### config.mk
export PLATFORM = sky130hd
export DESIGN_NAME = psb_bus_if
export DESIGN_NICKNAME = d
export VERILOG_FILES = /design/src/rtl/psb_pkg.sv /design/src/rtl/psb_bus_if.sv /design/src/rtl/psb_wbuf.sv
export SDC_FILE = /design/constraint.sdc
export NUM_CORES = 1
export LEC_CHECK = 0
export ABC_AREA = 1
export CAP_MARGIN = 20
export CORE_ASPECT_RATIO = 1.2
export CORE_MARGIN = 1
export CORE_UTILIZATION = 55
export DETAILED_ROUTE_END_ITERATION = 12
export DONT_BUFFER_PORTS = 1
export PLACE_DENSITY = 0.7
export SYNTH_ARGS = -nofsm -noshare
export SYNTH_HDL_FRONTEND = slang
export SYNTH_SLANG_ARGS = --single-unit
### constraint.sdc
create_clock -name clk -period 5.5 [get_ports clk]
set_input_delay 0 -clock clk [delete_from_list [all_inputs] [get_ports clk]]
set_output_delay 0 -clock clk [all_outputs]
set_load 0.02 [all_outputs]
### src/rtl/psb_pkg.sv
package psb_pkg;

  localparam int unsigned PSB_AD_W = 32;
  localparam int unsigned PSB_CMD_W = 9;
  localparam int unsigned PSB_CLK_HZ = 40000000;

  // Command bus layout.
  localparam int unsigned PSB_CMD_ID_BIT = 8;
  localparam int unsigned PSB_CMD_TYPE_HI = 7;
  localparam int unsigned PSB_CMD_TYPE_LO = 5;
  localparam int unsigned PSB_ID_LAST_BIT = 7;
  localparam int unsigned PSB_ID_RESP_BIT = 6;
  localparam int unsigned PSB_ID_ERR_BIT = 5;
  localparam logic [2:0] PSB_TYPE_READ = 3'h0;
  localparam logic [2:0] PSB_TYPE_WRITE = 3'h2;
  localparam logic [2:0] PSB_TYPE_NULL = 3'h3;

  // Write mode field, bits 2-1 of the interface configuration.
  localparam int unsigned PSB_CFG_MODE_HI = 2;
  localparam int unsigned PSB_CFG_MODE_LO = 1;
  localparam logic [1:0] PSB_MODE_LEGACY = 2'h0;
  localparam logic [1:0] PSB_MODE_PIPE = 2'h2;
  localparam logic [1:0] PSB_MODE_REISSUE = 2'h3;
  localparam logic [2:0] PSB_CFG_RST = 3'h0;

  localparam int unsigned PSB_WR_RDY_LEAD = 2;
  localparam int unsigned PSB_LEGACY_DUMMY = 2;
  localparam int unsigned PSB_TAKEOVER_DLY = 2;
  localparam int unsigned PSB_RESUME_DLY = 1;
  localparam int unsigned PSB_BLK_WORDS = 8;

  typedef struct packed {
    logic [PSB_AD_W-1:0] ad;
    logic [PSB_CMD_W-1:0] cmd;
  } psb_beat_t;

  typedef struct packed {
    logic block;
    logic [3:0] len;
    logic [PSB_AD_W-1:0] addr;
  } psb_wreq_t;

endpackage : psb_pkg

### src/rtl/psb_bus_if.sv
`timescale 1ns/1ps
// Function
// - Pipeline mode issues a write only after write_ready_n low two cycles earlier.
// - Pipeline mode drops the two dummy cycles after each write data.
// - Block write: command, address, then data; strobe held exactly that many cycles.
// - Final block data identifier carries last mark; earlier ones do not.
// - Block writes use the same three write modes as single writes.
// - On ext_request_n, pulse bus_release_n one cycle, then float both buses.
// - While requested, serve external requests only; re-release after completion.
// - Device may request again one cycle after the agent floats the buses.
// - Answer external read with one final response beat, then stay master.
// - Every external read answer has undefined data and error bit 5 set.
// - Null request returns the interface to master state.
// - Any flagged response beat makes the whole response a bus error.
// - Non-coherent block fill sets the line exclusive dirty unconditionally.
// - Write mode from config bits 2-1: 00 legacy, 10 pipeline, 11 reissue.
// - Legacy single write: address, data, two dummy cycles.
// - Command bit 8 marks identifier; type codes read 0, write 2, null 3.
module psb_bus_if
  import psb_pkg::*;
#(
  parameter int unsigned DW = PSB_AD_W,
  parameter int unsigned BLK = PSB_BLK_WORDS
)
(
  input wire logic clk,
  input wire logic arst_n,
  input wire logic [2:0] interface_config_reg,
  input wire logic wreq_valid,
  input wire psb_wreq_t wreq,
  input wire logic wdat_we,
  input wire logic [$clog2(BLK)-1:0] wdat_idx,
  input wire logic [DW-1:0] wdat,
  output logic wreq_ready,
  input wire logic rd_pending,
  output logic rsp_valid,
  output logic [DW-1:0] rsp_data,
  output logic rsp_last,
  output logic rsp_bus_error,
  output logic fill_excl_dirty,
  output logic ext_write_valid,
  output logic [DW-1:0] ext_write_addr,
  output logic [DW-1:0] ext_write_data,
  output logic slave_state,
  input wire logic write_ready_n,
  input wire logic ext_request_n,
  input wire logic inbound_strobe_n,
  output logic outbound_strobe_n,
  output logic bus_release_n,
  input wire psb_beat_t bus_in,
  output psb_beat_t bus_out,
  output logic bus_oe
);

  // ****************************************
  // Reset release
  // ****************************************
  logic rst_s1_q;
  logic rst_n_q;
  always_ff @(posedge clk or negedge arst_n)
  begin
    if (!arst_n)
    begin
      rst_s1_q <= 1'b0;
      rst_n_q <= 1'b0;
    end
    else
    begin
      rst_s1_q <= 1'b1;
      rst_n_q <= rst_s1_q;
    end
  end

  // ****************************************
  // State
  // ****************************************
  typedef enum logic [7:0] {
    PSB_S_IDLE = 8'h01,
    PSB_S_ADDR = 8'h02,
    PSB_S_DATA = 8'h04,
    PSB_S_DUMMY = 8'h08,
    PSB_S_REL = 8'h10,
    PSB_S_SLAVE = 8'h20,
    PSB_S_ERSP = 8'h40,
    PSB_S_TURN = 8'h80
  } psb_state_t;

  psb_state_t st_q, st_d;
  logic [3:0] cnt_q, cnt_d;
  logic wr_hist_q, wr_hist_d;
  psb_wreq_t cur_q, cur_d;
  logic err_q, err_d;
  logic ewr_addr_q, ewr_addr_d;
  logic [DW-1:0] ewa_q, ewa_d;
  logic [DW-1:0] ewd_q, ewd_d;
  logic ewv_q, ewv_d;
  logic [DW-1:0] rsp_q, rsp_d;
  logic rspv_q, rspv_d;
  logic rspl_q, rspl_d;
  logic rspe_q, rspe_d;
  logic fill_q, fill_d;
  psb_beat_t out_q, out_d;
  logic ostb_q, ostb_d;
  logic rel_q, rel_d;
  logic oe_q, oe_d;
  logic [DW-1:0] buf_rd;
  logic [$clog2(BLK)-1:0] buf_ra;
  logic [1:0] mode;
  logic wr_ok;
  logic in_valid;
  logic in_id;
  logic [2:0] in_type;

  assign mode = interface_config_reg[PSB_CFG_MODE_HI:PSB_CFG_MODE_LO];
  // The take cycle sees the cycle before it, two cycles ahead of the address cycle.
  assign wr_ok = !wr_hist_q;
  assign in_valid = !inbound_strobe_n;
  assign in_id = bus_in.cmd[PSB_CMD_ID_BIT];
  assign in_type = bus_in.cmd[PSB_CMD_TYPE_HI:PSB_CMD_TYPE_LO];
  assign buf_ra = (st_d == PSB_S_DATA) ? cnt_d[$clog2(BLK)-1:0] : '0;

  psb_wbuf #(.DW(DW), .DEPTH(BLK)) u_buf (
    .clk(clk),
    .we(wdat_we),
    .waddr(wdat_idx),
    .wdata(wdat),
    .raddr(buf_ra),
    .rdata(buf_rd)
  );

  always_comb
  begin
    st_d = st_q;
    cnt_d = cnt_q;
    wr_hist_d = write_ready_n;
    cur_d = cur_q;
    err_d = err_q;
    ewr_addr_d = ewr_addr_q;
    ewa_d = ewa_q;
    ewd_d = ewd_q;
    ewv_d = 1'b0;
    rsp_d = rsp_q;
    rspv_d = 1'b0;
    rspl_d = 1'b0;
    rspe_d = 1'b0;
    fill_d = 1'b0;
    out_d = out_q;
    ostb_d = 1'b1;
    rel_d = 1'b1;
    oe_d = oe_q;
    wreq_ready = 1'b0;
    case (st_q)
      PSB_S_IDLE:
      begin
        oe_d = 1'b1;
        if (!ext_request_n || rd_pending)
        begin
          // External requests win; a pending read also hands over the bus.
          st_d = PSB_S_REL;
          rel_d = 1'b0;
        end
        else if (wreq_valid && wr_ok)
        begin
          // Same write-ready gating for single and block writes in every mode.
          wreq_ready = 1'b1;
          cur_d = wreq;
          cnt_d = '0;
          st_d = PSB_S_DATA;
          out_d.ad = wreq.addr;
          out_d.cmd = {1'b0, PSB_TYPE_WRITE, 5'h1f};
          ostb_d = 1'b0;
        end
      end
      PSB_S_DATA:
      begin
        ostb_d = 1'b0;
        out_d.ad = buf_rd;
        out_d.cmd = '0;
        out_d.cmd[PSB_CMD_ID_BIT] = 1'b1;
        out_d.cmd[PSB_ID_LAST_BIT] = (cnt_q + 4'h1 >= cur_q.len) || !cur_q.block;
        cnt_d = cnt_q + 4'h1;
        if (out_d.cmd[PSB_ID_LAST_BIT])
        begin
          cnt_d = '0;
          st_d = (mode == PSB_MODE_LEGACY) ? PSB_S_DUMMY : PSB_S_IDLE;
        end
      end
      PSB_S_DUMMY:
      begin
        cnt_d = cnt_q + 4'h1;
        if (cnt_q == 4'(PSB_LEGACY_DUMMY - 1))
        begin
          st_d = PSB_S_IDLE;
        end
      end
      PSB_S_REL:
      begin
        oe_d = 1'b0;
        err_d = 1'b0;
        ewr_addr_d = 1'b0;
        st_d = PSB_S_SLAVE;
      end
      PSB_S_SLAVE:
      begin
        if (in_valid && !in_id && in_type == PSB_TYPE_READ)
        begin
          st_d = PSB_S_ERSP;
        end
        else if (in_valid && !in_id && in_type == PSB_TYPE_NULL)
        begin
          st_d = PSB_S_TURN;
        end
        else if (in_valid && !in_id && in_type == PSB_TYPE_WRITE)
        begin
          ewr_addr_d = 1'b1;
          ewa_d = bus_in.ad;
        end
        else if (in_valid && in_id && ewr_addr_q)
        begin
          ewd_d = bus_in.ad;
          ewv_d = 1'b1;
          st_d = PSB_S_TURN;
        end
        else if (in_valid && in_id)
        begin
          // Read response beats; any error mark taints the whole response.
          rsp_d = bus_in.ad;
          rspv_d = 1'b1;
          rspl_d = bus_in.cmd[PSB_ID_LAST_BIT];
          err_d = err_q || bus_in.cmd[PSB_ID_ERR_BIT];
          if (bus_in.cmd[PSB_ID_LAST_BIT])
          begin
            rspe_d = err_q || bus_in.cmd[PSB_ID_ERR_BIT];
            fill_d = 1'b1;
            st_d = PSB_S_TURN;
          end
        end
      end
      PSB_S_ERSP:
      begin
        // Nothing inside is externally readable.
        oe_d = 1'b1;
        ostb_d = 1'b0;
        out_d.ad = '0;
        out_d.cmd = '0;
        out_d.cmd[PSB_CMD_ID_BIT] = 1'b1;
        out_d.cmd[PSB_ID_LAST_BIT] = 1'b1;
        out_d.cmd[PSB_ID_RESP_BIT] = 1'b1;
        out_d.cmd[PSB_ID_ERR_BIT] = 1'b1;
        st_d = PSB_S_IDLE;
      end
      PSB_S_TURN:
      begin
        // Wait one cycle after the agent floats before driving again.
        oe_d = 1'b1;
        st_d = PSB_S_IDLE;
      end
      default:
      begin
        st_d = PSB_S_IDLE;
      end
    endcase
  end

  always_ff @(posedge clk or negedge rst_n_q)
  begin
    if (!rst_n_q)
    begin
      st_q <= PSB_S_IDLE;
      cnt_q <= '0;
      wr_hist_q <= 1'b1;
      cur_q <= '0;
      err_q <= 1'b0;
      ewr_addr_q <= 1'b0;
      ewa_q <= '0;
      ewd_q <= '0;
      ewv_q <= 1'b0;
      rsp_q <= '0;
      rspv_q <= 1'b0;
      rspl_q <= 1'b0;
      rspe_q <= 1'b0;
      fill_q <= 1'b0;
      out_q <= '0;
      ostb_q <= 1'b1;
      rel_q <= 1'b1;
      oe_q <= 1'b0;
    end
    else
    begin
      st_q <= st_d;
      cnt_q <= cnt_d;
      wr_hist_q <= wr_hist_d;
      cur_q <= cur_d;
      err_q <= err_d;
      ewr_addr_q <= ewr_addr_d;
      ewa_q <= ewa_d;
      ewd_q <= ewd_d;
      ewv_q <= ewv_d;
      rsp_q <= rsp_d;
      rspv_q <= rspv_d;
      rspl_q <= rspl_d;
      rspe_q <= rspe_d;
      fill_q <= fill_d;
      out_q <= out_d;
      ostb_q <= ostb_d;
      rel_q <= rel_d;
      oe_q <= oe_d;
    end
  end

  assign outbound_strobe_n = ostb_q;
  assign bus_release_n = rel_q;
  assign bus_out = out_q;
  assign bus_oe = oe_q;
  assign rsp_valid = rspv_q;
  assign rsp_data = rsp_q;
  assign rsp_last = rspl_q;
  assign rsp_bus_error = rspe_q;
  assign fill_excl_dirty = fill_q;
  assign ext_write_valid = ewv_q;
  assign ext_write_addr = ewa_q;
  assign ext_write_data = ewd_q;
  assign slave_state = (st_q == PSB_S_SLAVE);

endmodule : psb_bus_if

### src/rtl/psb_wbuf.sv
`timescale 1ns/1ps
// Holds the data words of one outgoing write; read data are registered.
module psb_wbuf
  import psb_pkg::*;
#(
  parameter int unsigned DW = PSB_AD_W,
  parameter int unsigned DEPTH = PSB_BLK_WORDS
)
(
  input wire logic clk,
  input wire logic we,
  input wire logic [$clog2(DEPTH)-1:0] waddr,
  input wire logic [DW-1:0] wdata,
  input wire logic [$clog2(DEPTH)-1:0] raddr,
  output logic [DW-1:0] rdata
);

  logic [DW-1:0] mem [DEPTH];

  always_ff @(posedge clk)
  begin
    if (we)
    begin
      mem[waddr] <= wdata;
    end
    rdata <= mem[raddr];
  end

endmodule : psb_wbuf

==> summary.txt <==
Placement
  – Worst slack, placed: 1.968 ns
  – Port Buf Inserts: 0
  – Area after DPL: ~19,000 um2
  – DP HPWL: about 26,000 um
  – Gpl congestion: 0.8114
  – Dpl cells: between 2,000 and 2,500

Floorplanning
  – DIE WIDTH: approximately 170 um
  – Io pins: about 270
  – Starting Density: 0.5633
  – Die span in y: about 200 um
  – Std-Cell Rows: 72
  – Core area: around 33,000 um2
  – Die Area: around 34,000 um2

Clocking
  – Postcts setup bufs: 0
  – H-tree Lvls: 2
  – CTS Buf Count: between 40 and 50
  – Reg clk slew, reported paths: 0.06 ns
  – Cts repair resizes: 0
  – CTS tree: yes
  – Hold bufs inserted after CTS: roughly 130
  – Longest Clk Path Bufs: 3
  – Clock root cell: clkbuf_16
  – Clk sink count: 450
  – Clk Latency, worst-skew pair: 0.55 ns

Setup path
  – Req. time, crit path: just under 6 ns
  – CP Launch Type: flop
  – Worst endpoint data arrival time: approximately 4.0 ns
  – Nature of the critical path endpoint: flop
  – CP Class: reg -> reg
  – CP Max Fanout: between 60 and 70

Cells and area
  – Most frequent cells in the layout: nand2_1, edfxtp_1, dfrtp_1
  – Final Instance Area: between 20,000 and 25,000 um2
  – Finished Core Util: 0.6576
  – Area grow syn2layout: 16.75%
  – Share of layout cells above drive strength 1: 0.07252
  – Final #Nets: 1,999
  – Most common cell after layout, fill and taps aside: nand2_1
  – Final cell count without fillers: approximately 2,400

Power
  – Combinational Power Share: 0.077
  – P per Cell Area: ~360 nW/um2
  – Part of the power in registers: 0.537
  – Clock power frac: 0.386
  – Net load switching power: 1.986 mW
  – Tot Pwr: about 7.8 mW
  – Internal: 5.799 mW
  – Static leakage: ~9.3 nW
  – Sw frac: 0.2551
  – Worst vdd ir: 0.2655 mV

GRT
  – Met2 Track Usage GR: 0.4446
  – Initial antenna violation count: 11
  – Largest net degree at the start of global routing: 84
  – Met3 Usage GRT: 0.1005
  – Total congestion overflow: 0
  – Layer carrying the most global-route usage: met2
  – Grt met1 use: 0.3110
  – First-pass GRT wire length: about 70,000 um
  – Total GRT Usage: 0.2678
  – Vias in the first global route: between 10,000 and 15,000

STA
  – Clock skew: between 0.02 and 0.03 ns
  – Slew margin rel.: 0.3095
  – Highest clock rate: roughly 280 MHz
  – Worst Tran Pin Value: roughly 1.0 ns
  – Min Hold Slack: roughly 0.0012 ns
  – Final number of hold-violating endpoints: 0
  – Fin crit period: roughly 3.6 ns
  – Worst setup margin: roughly 1.9 ns
  – Final setup fails: 0
  – RSZ-0062 raised after global routing: false
  – Final setup TNS: 0 ns
  – Max Slew Vio Count: 0
  – Final worst path period share: 0.6529

Synthesis
  – Post-Syn Instances: 1,775
  – Syn. warnings: 0
  – Mapped Area: roughly 18,000 um2
  – Synthesized area per cell: ~10 um2
  – Seq/Total Area, Yosys: 0.6762
  – Mapped Nets: around 1,900
  – Synth Register Bits: 450
  – Netlist cell types: 42

Detailed routing
  – Avg WL per Cell: 19.31 um
  – Post-route DRC: 0
  – Final wirelength: 45,480 um
  – Vias per cell: about 5.5
  – Initial DRC Count: 1,243
  – Antenna-violating nets left: 0
  – DRT Pass-1 Iters: 5
  – Via Count: around 13,000

Run
  – Max cap viols: 0

Outcome
  – Status: completed

Min path
  – Type of the tightest min-delay check: in -> reg
[logic make-up after synthesis]
family | after synthesis | synth area share
adder cells (fa/ha/maj) | 6 | 0.004098
flip-flops | 450 | 0.6762
buffers and inverters | 247 | 0.05881
other | 2 | 0.0004100
AND/OR/NAND/NOR | 854 | 0.1981
AO/OA/AOI/OAI | 214 | 0.06147
XOR/XNOR | 2 | 0.0009564
[routing by layer]
layer / up-vias / wire, um
met2: 539 / 21930
met5: - / 36
met3: 89 / 5056
met1: 6125 / 17110
met4: 6 / 1350
li1: 6082 / -
[worst max-delay path, cell delays in order, from the launching register on]
cell	delay (ns)
dfrtp_1	0.46
ha_1	0.24
xnor2_1	0.35
inv_1	0.11
ha_1	0.30
nand2_1	0.07
inv_1	0.07
a21oi_4	0.15
buf_4	0.64
inv_1	0.22
nor3_4	0.20
inv_2	0.37
nand2_1	0.20
nand2_1	0.06
[area by class of cell]
type | count | area (um2)
antenna | 8 | 20.02
clock buffer | 64 | 1269
clock inverter | 14 | 175.2
fill | 2395 | 11130
inverter | 141 | 529.3
multi-input combinational | 1078 | 4916
sequential | 450 | 12390
tap | 444 | 555.5
timing repair buffer | 156 | 1531
[sequential cells by signal (all words and copies together) (netlist names)]
register and flops:
rsp_bus_error 1, u_buf.rdata 32, ext_write_valid 1, err_q 1, rst_s1_q 1, rst_n_q 1
bus_release_n 1, rsp_valid 1, ewr_addr_q 1, cur_q 5, rsp_data 32, bus_oe 1
u_buf.mem 256, ext_write_addr 32, outbound_strobe_n 1, wr_hist_q 1, fill_excl_dirty 1, bus_out 37
cnt_q 4, st_q 8, ext_write_data 32
[final timing paths]
path	cells past startpoint	from	slack, ns	endpoint
max	13	cnt_q[0]	1.91	u_buf.rdata[18]
min	4	bus_in[6]	0.001	ext_write_addr[8]
max reg2reg	13	cnt_q[0]	1.91	u_buf.rdata[18]
min reg2reg	0	rst_n_q	0.34	rsp_data[21]
max in group asynchronous	1	rst_n_q	3.97	rsp_data[8]
min in group asynchronous	2	arst_n	0.23	rst_s1_q
[power groups by stage]
stage          Combinational [mW]  Sequential (mW)  Clock [mW]
6_report                    0.603             4.18        3.00
5_1_grt                     0.667             4.20        3.17
4_1_cts                     0.596             4.18        3.03
3_5_place_dp                0.485             4.25           0
3_3_place_gp                0.471             4.24           0
2_1_floorplan               0.391             4.13           0
[cells in the mapped netlist]
cell type	n	area (um2)
dfstp_2	4	105.1
inv_1	133	499.2
buf_4	10	75.07
inv_2	8	30.03
o311ai_0	1	8.760
clkbuf_1	45	168.9
a21oi_1	7	35.03
nand2_4	6	67.56
nor2_1	60	225.2
ha_1	6	75.07
buf_12	1	20.02
nand3_4	1	17.52
o211ai_1	2	15.01
nor3_2	1	10.01
nor2_8	2	40.04
nor2_2	3	18.77
nor4_1	1	6.260
buf_6	4	45.04
dfrtp_1	158	3954
nand3_2	1	10.01
nor4_2	1	12.51
o21ai_0	84	420.4
edfxtp_1	256	7687
nand2_1	633	2376
conb_1	2	7.510
nor4_4	1	21.27
nand4_2	1	12.51
a41oi_1	1	8.760
o21ai_1	86	430.4
buf_2	44	220.2
buf_8	1	15.01
nor3_1	1	5.000
o31ai_1	1	7.510
xnor2_1	1	8.760
nand2_2	4	25.02
nor2_4	1	11.26
buf_1	1	3.750
dfxtp_1	32	640.6
nand3_1	70	350.3
a31oi_1	32	200.2
nand4_1	67	419.2
xor2_1	1	8.760
(Power assumes the default switching activity.)
